`src/shared/itm_defs.vh`:
```
// register map, field positions and reset values of the two-wire master
`ifndef ITM_DEFS_VH
`define ITM_DEFS_VH
// word offsets (byte addresses = offset * 4)
`define ITM_REG_BUF 2'h0
`define ITM_REG_STAT 2'h1
`define ITM_REG_CTL2 2'h2
`define ITM_REG_BAUD 2'h3
// control_reg_two fields
`define ITM_C2_PEN 2
`define ITM_C2_RX_ENABLE_BIT 3
`define ITM_C2_ACK_SEQUENCE_ENABLE 4
`define ITM_C2_ACK_DATA_BIT 5
`define ITM_C2_ACK_STATUS_BIT 6
// port_status_reg fields
`define ITM_ST_BF 0
`define ITM_ST_START 3
`define ITM_ST_STOP 4
`define ITM_ST_IRQ 5
`define ITM_ST_WRITE_COLLISION_FLAG 6
`define ITM_ST_OV 7
`define ITM_ST_BCOL 8
`define ITM_ST_ENABLE 9
// reset value and width of the baud reload
`define ITM_BAUD_RST 7'h13
`define ITM_BAUD_W 7
`endif
```
`src/core/itm_baud_counter.v`:
```
// reloadable baud counter producing a one-cycle rollover pulse
`timescale 1ns/1ps
module itm_baud_counter #(
  parameter W = 7
) (
  // clock and reset
  input wire clk_i,
  input wire rst_i,
  // control
  input wire run_i,
  input wire load_i,
  input wire [W-1:0] reload_i,
  // status
  output reg roll_o
);
  reg [W-1:0] cnt;
  // two decrements per instruction cycle: one per clock here
  always @(posedge clk_i or posedge rst_i) begin
    if (rst_i) begin
      cnt <= {W{1'b0}};
      roll_o <= 1'b0;
    end else begin
      roll_o <= 1'b0;
      if (load_i) begin
        cnt <= reload_i;
      end else if (run_i) begin
        if (cnt == {W{1'b0}}) begin
          cnt <= reload_i;
          roll_o <= 1'b1;
        end else begin
          cnt <= cnt - {{(W-1){1'b0}}, 1'b1};
        end
      end
    end
  end
endmodule // itm_baud_counter

```
`src/core/itm_master.v`:
```
// two-wire master transfer engine with an Avalon-MM register slave
`timescale 1ns/1ps
`include "itm_defs.vh"
module itm_master (
  // clock and reset
  input wire CLK_I,
  input wire RST_I,
  // avalon-mm slave
  input wire [1:0] AVS_ADDRESS_I,
  input wire AVS_READ_I,
  input wire AVS_WRITE_I,
  input wire [31:0] AVS_WRITEDATA_I,
  output reg [31:0] AVS_READDATA_O,
  output reg AVS_WAITREQUEST_O,
  // bus lines
  input wire SCL_I,
  output reg SCL_O,
  output reg SCL_OE_O,
  input wire SDA_I,
  output reg SDA_O,
  output reg SDA_OE_O,
  // processor wake request
  output reg IRQ_O
);
  // ==========================================================
  // states
  localparam [2:0] S_IDLE = 3'h0;
  localparam [2:0] S_TX = 3'h1;
  localparam [2:0] S_RX = 3'h2;
  localparam [2:0] S_ACK = 3'h3;
  localparam [2:0] S_STOP = 3'h4;

  // ==========================================================
  // input synchronisers
  reg scl_m, scl_s, sda_m, sda_s, scl_d, sda_d;
  always @(posedge CLK_I or posedge RST_I) begin
    if (RST_I) begin
      scl_m <= 1'b1;
      scl_s <= 1'b1;
      sda_m <= 1'b1;
      sda_s <= 1'b1;
      scl_d <= 1'b1;
      sda_d <= 1'b1;
    end else begin
      scl_m <= SCL_I;
      scl_s <= scl_m;
      sda_m <= SDA_I;
      sda_s <= sda_m;
      scl_d <= scl_s;
      sda_d <= sda_s;
    end
  end
  wire start_seen = scl_s & scl_d & sda_d & ~sda_s;
  wire stop_seen = scl_s & scl_d & ~sda_d & sda_s;

  // ==========================================================
  // registers
  reg [7:0] transfer_buffer;
  reg [7:0] bit_shift_reg;
  reg [6:0] address_baud_reg;
  reg port_enable;
  reg buffer_full_flag, ack_data_bit, ack_status_bit, serial_irq_flag;
  reg rx_enable_bit, ack_sequence_enable, stop_sequence_enable;
  reg rx_overflow_flag, write_collision_flag, bus_collision_flag;
  reg start_flag, stop_flag;
  reg [2:0] state;
  reg [3:0] bit_cnt;
  reg [1:0] phase;
  reg scl_low, sda_low;
  reg run, load;
  reg await_stop;
  wire roll;

  itm_baud_counter #(.W(`ITM_BAUD_W)) u_baud (
    .clk_i(CLK_I),
    .rst_i(RST_I),
    .run_i(run),
    .load_i(load),
    .reload_i(address_baud_reg),
    .roll_o(roll)
  );

  wire acc = (AVS_READ_I | AVS_WRITE_I) & AVS_WAITREQUEST_O;
  // writes and buffer-read side effects land on the completing edge
  wire wr = AVS_WRITE_I & ~AVS_WAITREQUEST_O;
  wire rd = AVS_READ_I & AVS_WAITREQUEST_O;
  wire rd_done = AVS_READ_I & ~AVS_WAITREQUEST_O;
  wire wr_buf = wr & (AVS_ADDRESS_I == `ITM_REG_BUF);
  wire wr_ctl = wr & (AVS_ADDRESS_I == `ITM_REG_CTL2);
  wire wr_st = wr & (AVS_ADDRESS_I == `ITM_REG_STAT);
  wire rd_buf = rd_done & (AVS_ADDRESS_I == `ITM_REG_BUF);
  wire idle = (state == S_IDLE);
  // sda released but sampled low while scl high: lost arbitration
  wire lost = scl_s & ~sda_low & ~sda_s;

  // ==========================================================
  // engine; flags set by hardware win over software clears
  always @(posedge CLK_I or posedge RST_I) begin
    if (RST_I) begin
      state <= S_IDLE;
      transfer_buffer <= 8'h00;
      bit_shift_reg <= 8'h00;
      address_baud_reg <= `ITM_BAUD_RST;
      port_enable <= 1'b0;
      buffer_full_flag <= 1'b0;
      ack_data_bit <= 1'b0;
      ack_status_bit <= 1'b0;
      serial_irq_flag <= 1'b0;
      rx_enable_bit <= 1'b0;
      ack_sequence_enable <= 1'b0;
      stop_sequence_enable <= 1'b0;
      rx_overflow_flag <= 1'b0;
      write_collision_flag <= 1'b0;
      bus_collision_flag <= 1'b0;
      start_flag <= 1'b0;
      stop_flag <= 1'b0;
      bit_cnt <= 4'h0;
      phase <= 2'h0;
      scl_low <= 1'b0;
      sda_low <= 1'b0;
      run <= 1'b0;
      load <= 1'b0;
      await_stop <= 1'b0;
      AVS_WAITREQUEST_O <= 1'b1;
      AVS_READDATA_O <= 32'h00000000;
    end else begin
      load <= 1'b0;
      AVS_WAITREQUEST_O <= ~acc;
      // ---- software side of the flags
      if (wr_st) begin
        if (!AVS_WRITEDATA_I[`ITM_ST_IRQ]) serial_irq_flag <= 1'b0;
        if (!AVS_WRITEDATA_I[`ITM_ST_WRITE_COLLISION_FLAG]) write_collision_flag <= 1'b0;
        if (!AVS_WRITEDATA_I[`ITM_ST_OV]) rx_overflow_flag <= 1'b0;
        if (!AVS_WRITEDATA_I[`ITM_ST_BCOL]) bus_collision_flag <= 1'b0;
        port_enable <= AVS_WRITEDATA_I[`ITM_ST_ENABLE];
      end
      if (wr & (AVS_ADDRESS_I == `ITM_REG_BAUD))
        address_baud_reg <= AVS_WRITEDATA_I[6:0];
      if (rd_buf) buffer_full_flag <= 1'b0;
      if (start_seen) begin
        start_flag <= 1'b1;
        stop_flag <= 1'b0;
      end
      if (stop_seen) begin
        stop_flag <= 1'b1;
        start_flag <= 1'b0;
        if (await_stop) begin
          serial_irq_flag <= 1'b1;
          await_stop <= 1'b0;
        end
      end
      if (wr_buf) begin
        if (!idle || !port_enable) begin
          write_collision_flag <= 1'b1;
        end else begin
          transfer_buffer <= AVS_WRITEDATA_I[7:0];
          bit_shift_reg <= AVS_WRITEDATA_I[7:0];
          buffer_full_flag <= 1'b1;
          state <= S_TX;
          bit_cnt <= 4'h0;
          phase <= 2'h0;
          load <= 1'b1;
          run <= 1'b1;
        end
      end
      if (wr_ctl) begin
        ack_data_bit <= AVS_WRITEDATA_I[`ITM_C2_ACK_DATA_BIT];
        if (idle && port_enable && !wr_buf) begin
          if (AVS_WRITEDATA_I[`ITM_C2_RX_ENABLE_BIT]) begin
            rx_enable_bit <= 1'b1;
            state <= S_RX;
            bit_cnt <= 4'h0;
            phase <= 2'h0;
            load <= 1'b1;
            run <= 1'b1;
          end else if (AVS_WRITEDATA_I[`ITM_C2_ACK_SEQUENCE_ENABLE]) begin
            ack_sequence_enable <= 1'b1;
            state <= S_ACK;
            scl_low <= 1'b1;
            sda_low <= ~AVS_WRITEDATA_I[`ITM_C2_ACK_DATA_BIT];
            phase <= 2'h0;
            load <= 1'b1;
            run <= 1'b1;
          end else if (AVS_WRITEDATA_I[`ITM_C2_PEN]) begin
            stop_sequence_enable <= 1'b1;
            state <= S_STOP;
            sda_low <= 1'b1;
            phase <= 2'h0;
            run <= 1'b0;
          end
        end
      end
      // ---- transfer sequencer
      case (state)
        S_TX: begin
          if (phase == 2'h0) begin
            // scl low: put out next bit, then wait one period
            scl_low <= 1'b1;
            if (bit_cnt < 4'h8)
              sda_low <= ~bit_shift_reg[7];
            else
              sda_low <= 1'b0;
            if (roll) begin
              scl_low <= 1'b0;
              run <= 1'b0;
              phase <= 2'h1;
            end
          end else if (phase == 2'h1) begin
            if (scl_s) begin
              run <= 1'b1;
              load <= 1'b1;
              phase <= 2'h2;
            end
          end else begin
            if (bit_cnt < 4'h8 && lost) begin
              bus_collision_flag <= 1'b1;
              buffer_full_flag <= 1'b0;
              scl_low <= 1'b0;
              sda_low <= 1'b0;
              run <= 1'b0;
              await_stop <= 1'b1;
              state <= S_IDLE;
            end else if (roll) begin
              scl_low <= 1'b1;
              bit_shift_reg <= {bit_shift_reg[6:0], 1'b0};
              bit_cnt <= bit_cnt + 4'h1;
              phase <= 2'h0;
              if (bit_cnt == 4'h7) begin
                buffer_full_flag <= 1'b0;
                sda_low <= 1'b0;
              end
              if (bit_cnt == 4'h8) begin
                ack_status_bit <= sda_s;
                serial_irq_flag <= 1'b1;
                run <= 1'b0;
                state <= S_IDLE;
              end
            end
          end
        end
        S_RX: begin
          sda_low <= 1'b0;
          if (phase == 2'h0) begin
            scl_low <= 1'b1;
            if (roll) begin
              scl_low <= 1'b0;
              run <= 1'b0;
              phase <= 2'h1;
            end
          end else if (phase == 2'h1) begin
            if (scl_s) begin
              run <= 1'b1;
              load <= 1'b1;
              phase <= 2'h2;
            end
          end else if (roll) begin
            scl_low <= 1'b1;
            bit_shift_reg <= {bit_shift_reg[6:0], sda_s};
            bit_cnt <= bit_cnt + 4'h1;
            phase <= 2'h0;
            if (bit_cnt == 4'h7) begin
              rx_enable_bit <= 1'b0;
              transfer_buffer <= {bit_shift_reg[6:0], sda_s};
              buffer_full_flag <= 1'b1;
              if (buffer_full_flag && !rd_buf)
                rx_overflow_flag <= 1'b1;
              serial_irq_flag <= 1'b1;
              run <= 1'b0;
              state <= S_IDLE;
            end
          end
        end
        S_ACK: begin
          if (phase == 2'h0) begin
            if (roll) begin
              scl_low <= 1'b0;
              run <= 1'b0;
              phase <= 2'h1;
            end
          end else if (phase == 2'h1) begin
            if (scl_s) begin
              run <= 1'b1;
              load <= 1'b1;
              phase <= 2'h2;
            end
          end else if (lost) begin
            bus_collision_flag <= 1'b1;
            ack_sequence_enable <= 1'b0;
            scl_low <= 1'b0;
            sda_low <= 1'b0;
            run <= 1'b0;
            await_stop <= 1'b1;
            state <= S_IDLE;
          end else if (roll) begin
            scl_low <= 1'b1;
            ack_sequence_enable <= 1'b0;
            run <= 1'b0;
            state <= S_IDLE;
          end
        end
        S_STOP: begin
          if (phase == 2'h0) begin
            if (!sda_s) begin
              load <= 1'b1;
              run <= 1'b1;
              phase <= 2'h1;
            end
          end else if (phase == 2'h1) begin
            if (roll) begin
              scl_low <= 1'b0;
              run <= 1'b0;
              phase <= 2'h2;
            end
          end else if (phase == 2'h2) begin
            if (scl_s) begin
              run <= 1'b1;
              load <= 1'b1;
              phase <= 2'h3;
              bit_cnt <= 4'h0;
            end
          end else if (bit_cnt == 4'h0) begin
            if (roll) begin
              sda_low <= 1'b0;
              bit_cnt <= 4'h1;
            end
          end else if (roll) begin
            // one period after sda is released, the stop must have been seen on the lines
            if (stop_flag) begin
              stop_sequence_enable <= 1'b0;
              serial_irq_flag <= 1'b1;
              run <= 1'b0;
              state <= S_IDLE;
            end else begin
              bus_collision_flag <= 1'b1;
              stop_sequence_enable <= 1'b0;
              run <= 1'b0;
              await_stop <= 1'b1;
              state <= S_IDLE;
            end
          end
        end
        default: begin
          if (!wr_buf && !wr_ctl) run <= 1'b0;
        end
      endcase
      // disabling the port ends everything and clears the start and stop flags
      if (!port_enable) begin
        state <= S_IDLE;
        scl_low <= 1'b0;
        sda_low <= 1'b0;
        run <= 1'b0;
        rx_enable_bit <= 1'b0;
        ack_sequence_enable <= 1'b0;
        stop_sequence_enable <= 1'b0;
        start_flag <= 1'b0;
        stop_flag <= 1'b0;
        await_stop <= 1'b0;
      end
      // ---- read data
      if (rd) begin
        case (AVS_ADDRESS_I)
          `ITM_REG_BUF: AVS_READDATA_O <= {24'h000000, transfer_buffer};
          `ITM_REG_STAT: AVS_READDATA_O <= {22'h000000, port_enable,
            bus_collision_flag, rx_overflow_flag, write_collision_flag,
            serial_irq_flag, stop_flag, start_flag, 2'h0,
            buffer_full_flag};
          `ITM_REG_CTL2: AVS_READDATA_O <= {25'h0000000, ack_status_bit,
            ack_data_bit, ack_sequence_enable, rx_enable_bit,
            stop_sequence_enable, 2'h0};
          default: AVS_READDATA_O <= {25'h0000000, address_baud_reg};
        endcase
      end
    end
  end

  // ==========================================================
  // pins: scl and sda open drain only, their output value is always low; IRQ_O driven from the flags
  always @(posedge CLK_I or posedge RST_I) begin
    if (RST_I) begin
      SCL_O <= 1'b0;
      SCL_OE_O <= 1'b0;
      SDA_O <= 1'b0;
      SDA_OE_O <= 1'b0;
      IRQ_O <= 1'b0;
    end else begin
      SCL_O <= 1'b0;
      SDA_O <= 1'b0;
      SCL_OE_O <= scl_low;
      SDA_OE_O <= sda_low;
      IRQ_O <= serial_irq_flag | bus_collision_flag;
    end
  end
endmodule // itm_master

```
`config.mk`:
```
export PLATFORM = sky130hd
export DESIGN_NAME = itm_master
export DESIGN_NICKNAME = d
export VERILOG_FILES = /design/src/core/itm_baud_counter.v /design/src/core/itm_master.v
export VERILOG_INCLUDE_DIRS = /design/src /design/src/shared
export SDC_FILE = /design/constraint.sdc
export NUM_CORES = 1
export LEC_CHECK = 0
export BUFFER_PORTS_ARGS = -buffer_cell sky130_fd_sc_hd__buf_2
export CORE_ASPECT_RATIO = 1.75
export CORE_UTILIZATION = 25
export DETAILED_ROUTE_END_ITERATION = 7
export SLEW_MARGIN = 5
export SYNTH_ARGS = -nofsm -noshare
export SYNTH_HDL_FRONTEND = slang
export SYNTH_SLANG_ARGS = --single-unit
```
`constraint.sdc`:
```
create_clock -name CLK_I -period 2.6 [get_ports CLK_I]
set_input_delay 0.13 -clock CLK_I [delete_from_list [all_inputs] [get_ports CLK_I]]
set_output_delay 0.13 -clock CLK_I [all_outputs]
set_load 0.02 [all_outputs]
```
==> results.md, run 1 <==
- Layout Skew: 4.88 ps
- Setup TNS: 0 ps
- Setup crit start: state[0]$_DFF_PP0_
- Setup repair bufs after CTS: 0
- Top cells by area, synth: dfrtp_1 (38%), dfstp_2 (5.9%), o21ai_0 (5.2%)
- Site Rows: 64
- HPWL Detailed: 9840 um
- Initial antenna violation count: 1
- Slew Limit Fails: 0
- Antenna violation net count after detailed routing: 0
- Area Growth Syn to Fin: 16.4%
- Worst-path maximum fanout: 9
- EDFF count, synth: 0
- Synth top area share: about two fifths
- Initial DRC count: 198
- Synth Area per Inst: approximately 10 um^2
- Synth Warn #: 0
- Longest Clk Path Bufs: 2
- DRC: 0
- GRT Overall Usage: approximately 15%
- Hold-fix buffers, CTS: 4
- Cell Area, Synth: roughly 4400 um^2
- Final Critical Period: roughly 2400 ps
- Largest register FFs: 10
- Port buffer count: 31
- Post-synthesis instance total: between 400 and 500
- R2r worst-path depth: 6
- RSZ-0062 raised after global routing: no
- Clk sinks: a little under 80
- Max_cap viols: 0
- Yosys reg bits: 78
- Critical path required time: between 2000 and 3000 ps
- Ratio of routed vias to standard cells: slightly above 5
- Sequential Power Share: between 40 and 50%
- FFs w/ async S/R, synth: 100%
- ANT cells: 0
- Largest net degree at the start of global routing: slightly below 70
- Crit Reg-Reg Endpoint: sda_low$_DFF_PP0_
- Final Cycle Share: about 93%
- Final setup viols: 0
- Yosys cell types: 79
- DR vias: roughly 3,700
- Status: completed
- Vias in the first global route: approximately 3,700
- Cell Pwr Density: 789 nW/um^2
- Routed wire length: about 13,000 um
- H-tree depth: 3
- Psw: ~1400 uW
- Core ar.: around 17,000 um^2
- Initial core utilization: 25.5%
- Hold Fails Final Rpt: 0
- Cells resized by post-CTS repair: 0
- Worst R2R Start: state[0]$_DFF_PP0_
- Critical path class: register to register
- Worst-Margin Slew: a little over 700 ps
- Biggest area consumer among synthesized cells: dfrtp_1
- Final nets: 537
- Post-synthesis sequential area ratio: approximately 44%
- Slew HR: 51.6%
- CTS Root Cell: clkbuf_16
- Prevailing post-synth register cell: dfrtp_1
- Critical Path AT: ~2700 ps
- Most frequent cells in the layout: dfrtp_1 (68), o21ai_0 (46), nand2_1 (41)
- RD Place Congestion: about 0.95
- Cts bufs inserted: 9
- Share of layout cells above drive strength 1: a little under a quarter
- Logic pwr share: about a quarter
- Ports: 78
- DR WL/cell: 17.6 um
- Hold Path Class: input pin to register
- Worst skew pair latency: 340 ps
- Flop-to-flop setup slack: ~180 ps
- Fmax: approximately 410 MHz
- Die area: 18,300 um^2
- Pre-CTS setup slack: about 190 ps
- Worst VDD drop: between 0.2 and 0.3 mV
- First-pass GRT wire length: between 20,000 and 25,000 um
- Worst Setup End Kind: register
- Fill cell count: about 1,900
- CTS tree: built
- Die Wd: 103 um
- Die H: roughly 180 um
- Final worst slack: around 180 ps
- Switching part of the total: approximately a third
- Grt ovf: 0
- Pint: around 2700 uW
- WHS Path Cells: 2
- Router iterations before antenna repair: 4
- CP startpoint kind: register
- Clock Power Share: between 30% and 40%
- Worst Setup EP: sda_low$_DFF_PP0_
- LEAKAGE: 0.00209 uW
- Clock Pin Slew Worst Setup and Hold Paths: roughly 60 ps
- Commonest non-fill, non-tap cell in the layout: dfrtp_1
-- metal layers --
layer	part of all wire, %	GRT usage, %
met5	0	0
met1	36	14.9
met3	3.8	2.35
met2	51	26.1
met4	9.3	13.8
-- per-stage QoR --
step	hold slack [ps]	instance area, um^2	instances	power (uW)	utilization (%)
floorplan	134	4530	479	2490	-
global placement	51.5	4840	710	2800	27.7
detailed placement	56.4	4840	710	2840	27.7
CTS	10.1	5170	730	4120	29.6
global route	28.0	5170	730	4310	29.6
finish	19.6	5170	730	4080	29.6
-- cell usage after synthesis, types with 5 or more instances --
cell type	instances
nor3_1	7
clkbuf_1	15
nand2_1	41
a31oi_1	13
o21ai_0	46
buf_4	25
nor2_1	24
dfstp_2	10
inv_1	14
nand3_1	18
buf_2	5
dfrtp_1	68
nor2b_1	7
mux2_2	13
a21oi_1	21
mux2i_1	18
nor3b_1	6
-- worst min-delay path by stage --
stage / start / end / slack [ps]
global placement: RST_I / transfer_buffer[3]$_DFF_PP0_ / 50
detailed placement: RST_I / transfer_buffer[3]$_DFF_PP0_ / 60
floorplan: SCL_I / scl_m$_DFF_PP1_ / 130
CTS: AVS_WRITE_I / AVS_WAITREQUEST_O$_DFF_PP1_ / 10
global route: AVS_WRITE_I / AVS_WAITREQUEST_O$_DFF_PP1_ / 30
finish: AVS_WRITE_I / AVS_WAITREQUEST_O$_DFF_PP1_ / 20
-- power groups by stage --
stage	sequential, uW	combinational, uW	clock [uW]
floorplan	1760	730	0
global placement	1820	988	0
detailed placement	1830	1010	0
CTS	1810	1020	1280
global route	1850	1130	1330
finish	1810	1020	1250
-- cell families after synthesis --
kind of cell	synth area share, %
DFF	44.2
muxes	9.37
other	0.0844
xor gates and xnor gates	0.788
and+or+nand+nor	18.4
AOI/OAI and AO/OA	18.3
buffers and inverters	8.11
adders and majority gates	0.844
-- area by class of cell --
cell class                      instances  area [um^2]  share of cell area, %
Timing Repair Buffer                   54          363                   7.01
Inverter                               15         57.6                   1.11
Sequential cell                        78         1960                   38.0
Clock inverter                          5         60.1                   1.16
Tap cell                              231          289                   5.59
Multi-Input combinational cell        336         2210                   42.7
Clock buffer                           11          233                   4.50
-- critical path, cell delays in order, from the launching register on --
cell       delay (ps)
dfrtp_1           510
or4b_4            610
a2111oi_0         680
buf_4             220
nor3_1             40
a21oi_1           130
o311a_1           170
(Power assumes the default switching activity.)
==> inputs of run 2 (changes only) <==
--- a/config.mk
+++ b/config.mk
@@ -6,7 +6,9 @@
 export SDC_FILE = /design/constraint.sdc
 export NUM_CORES = 1
 export LEC_CHECK = 0
+export ABC_AREA = 1
 export BUFFER_PORTS_ARGS = -buffer_cell sky130_fd_sc_hd__buf_2
+export CAP_MARGIN = 20
 export CORE_ASPECT_RATIO = 1.75
 export CORE_UTILIZATION = 25
 export DETAILED_ROUTE_END_ITERATION = 7
==> run 2 against run 1 <==
- routed wire length rose by 0.30%
- flip-flop and latch count did not move
- synthesized cell count rose by 23%
- sequential power barely moved
- fmax rose by 15%
- worst setup slack improved by 310 ps
- critical path depth rose by 5
- total power rose by 4.6%
- via count rose by 5.7%
- critical endpoint is now await_stop$_DFF_PP0_
==> results.md, run 2 <==
- Slew HR: 53.0% (was 51.6%)
- Hold Fails Final Rpt: 0 (unchanged)
- FFs w/ async S/R, synth: 100% (unchanged)
- Synth Warn #: 0 (unchanged)
- Vias in the first global route: 3,743 (was 3,733)
- DR vias: 3,918 (was 3,705)
- Largest register FFs: 10 (unchanged)
- Cts bufs inserted: 9 (unchanged)
- Final nets: 647 (was 537)
- Worst-Margin Slew: 704 ps (was 708 ps)
- Router iterations before antenna repair: 5 (was 4)
- Longest Clk Path Bufs: 2 (unchanged)
- H-tree depth: 3 (unchanged)
- Clk sinks: 78 (unchanged)
- ANT cells: 0 (unchanged)
- Area Growth Syn to Fin: 15.4% (was 16.4%)
- Ports: 78 (unchanged)
- EDFF count, synth: 0 (unchanged)
- Worst-path maximum fanout: 5 (was 9)
- Setup TNS: 0 ps (unchanged)
- Synth cell count leaders: nand2_1 (111), inv_1 (83), dfrtp_1 (68) (was dfrtp_1 (68), o21ai_0 (46), nand2_1 (41))
- DR WL/cell: 15.3 um (was 17.6 um)
- Worst skew pair latency: 350 ps (was 340 ps)
- Core ar.: 17,400 um^2 (was 17,500 um^2)
- Worst Setup End Kind: register (unchanged)
- Routed wire length: 12,900 um (was 12,800 um)
- Share of layout cells above drive strength 1: 16.3% (was 22.6%)
- Initial DRC count: 259 (was 198)
- Die Wd: 102 um (was 103 um)
- Grt ovf: 0 (unchanged)
- RSZ-0062 raised after global routing: no (unchanged)
- Critical path class: register to register (unchanged)
- Cell Pwr Density: 838 nW/um^2 (was 789 nW/um^2)
- Post-synthesis sequential area ratio: 44.5% (was 44.2%)
- Status: completed (unchanged)
- CTS tree: built (unchanged)
- Critical Path AT: 2350 ps (was 2690 ps)
- Site Rows: 64 (unchanged)
- Die area: 18,200 um^2 (was 18,300 um^2)
- Yosys reg bits: 78 (unchanged)
- Ratio of routed vias to standard cells: 4.66 (was 5.08)
- Biggest area consumer among synthesized cells: dfrtp_1 (unchanged)
- Initial core utilization: 25.4% (was 25.5%)
- Largest net degree at the start of global routing: 41 (was 68)
- Final setup viols: 0 (unchanged)
- Top-count cell post-synth: nand2_1 (was dfrtp_1)
- Fmax: 475 MHz (was 414 MHz)
- WHS: 9.75 ps (was 19.6 ps)
- Worst VDD drop: 0.339 mV (was 0.257 mV)
- Final Critical Period: 2110 ps (was 2420 ps)
- Initial antenna violation count: 0 (was 1)
- Cells resized by post-CTS repair: 0 (unchanged)
- Synth top area share: 38.5% (was 38.3%)
- Setup repair bufs after CTS: 0 (unchanged)
- First-pass GRT wire length: 19,800 um (was 20,400 um)
- Final Cycle Share: 81.0% (was 92.9%)
- Top cells by area, synth: dfrtp_1 (39%), nand2_1 (9.4%), inv_1 (7.1%) (was dfrtp_1 (38%), dfstp_2 (5.9%), o21ai_0 (5.2%))
- Post-synthesis instance total: 563 (was 456)
- Commonest non-fill, non-tap cell in the layout: nand2_1 (was dfrtp_1)
- Cell Area, Synth: 4420 um^2 (was 4450 um^2)
- DRC: 0 (unchanged)
- GRT Overall Usage: 14.9% (was 15.0%)
- LEAKAGE: 0.00251 uW (was 0.00209 uW)
- CTS Root Cell: clkbuf_16 (unchanged)
- Prevailing post-synth register cell: dfrtp_1 (unchanged)
- Die H: 178 um (about the same)
- Slew Limit Fails: 0 (unchanged)
- Clock Pin Slew Worst Setup and Hold Paths: 60 ps (about the same)
- CP startpoint kind: register (unchanged)
- Hold Path Class: input pin to register (unchanged)
- HPWL Detailed: 10,200 um (was 9840 um)
- Synth Area per Inst: 7.84 um^2 (was 9.75 um^2)
- RD Place Congestion: 0.949 (was 0.947)
- Layout Skew: 7.94 ps (was 4.88 ps)
- Max_cap viols: 0 (unchanged)
- Yosys cell types: 47 (was 79)
- Port buffer count: 31 (unchanged)
- Most frequent cells in the layout: nand2_1 (111), inv_1 (82), dfrtp_1 (68) (was dfrtp_1 (68), o21ai_0 (46), nand2_1 (41))
- Antenna violation net count after detailed routing: 0 (unchanged)
- Critical path required time: 2840 ps (was 2880 ps)
-- run 2: cell types whose count changed after synthesis, moves of 11 or more --
cell      change
mux2_2       -11
clkbuf_1     -13
o21ai_1      +13
inv_1        +69
mux2i_1      -17
nand2_1      +70
nor2_1       +25
-- run 2: path summary, 6_finish.rpt --
path                                           start                      endpoint  slack [ps]  cells past startpoint
worst max register to register  bit_cnt[0]$_DFF_PP0_          await_stop$_DFF_PP0_         490                     11
worst min-delay path              AVS_WRITEDATA_I[9]       port_enable$_DFFE_PP0P_          10                      3
worst min register to register       scl_m$_DFF_PP1_               scl_s$_DFF_PP1_         360                      0
max in group asynchronous                      RST_I               scl_d$_DFF_PP1_        1440                      4
worst max-delay path            bit_cnt[0]$_DFF_PP0_          await_stop$_DFF_PP0_         490                     11
min in group asynchronous                      RST_I  transfer_buffer[4]$_DFF_PP0_         440                      3
-- run 2: critical path: stages, from the launching register on --
cell,delay (ps)
dfrtp_1,420
inv_1,70
ha_1,150
inv_1,40
nor2_1,260
nand2_1,120
nand3_1,90
nor2_1,80
a221oi_1,480
o21ai_0,170
nand2_1,90
inv_1,40
-- run 2: timing repair --
item                       4_1_cts  5_1_grt
hold buffers                     5        0
setup endpoints to repair        0        0
hold endpoints to repair        38        0
-- run 2: area by class of cell --
type	count	area, um^2
Fill cell	1909	12300
Tap cell	231	289
Timing Repair Buffer	40	248
Multi-Input combinational cell	379	1950
Inverter	96	364
Clock buffer	9	225
Sequential cell	78	1960
Clock inverter	7	57.6
-- run 2: layer usage --
metal  wire (um)  global-route usage (%)  up-vias
met2        6840                    26.9      131
met5           0                       0        -
met1        4680                    14.8     1862
met3         438                    3.03       50
li1            -                       -     1875
met4         918                    10.2        0
-- run 2: per-stage QoR --
stage | area [um^2] | util, % | cells | setup WS (ps) | power (uW)
finish | 5100 | 29.3 | 840 | 493 | 4270
global route | 5100 | 29.3 | 840 | 349 | 4550
detailed placement | 4760 | 27.4 | 819 | 540 | 3070
global placement | 4760 | 27.4 | 819 | 556 | 3050
CTS | 5100 | 29.3 | 840 | 531 | 4310
floorplan | 4500 | - | 586 | 492 | 2670
-- run 2: kinds of logic after synthesis --
| logic type | count (synthesis) | synth area share [%] |
|---|---|---|
| AOI/OAI and AO/OA | 125 | 16.9 |
| xor gates and xnor gates | 4 | 0.793 |
| adders and majority gates | 3 | 0.850 |
| buffers and inverters | 129 | 13.3 |
| DFF | 78 | 44.5 |
| muxes | 3 | 0.737 |
| other | 1 | 0.0849 |
| and+or+nand+nor | 220 | 22.8 |
-- run 2: power by group --
part,leakage [uW],internal [uW],switching [uW]
logic,0.00139,445,835
registers,0.000992,1530,252
clock network,0.000134,660,552
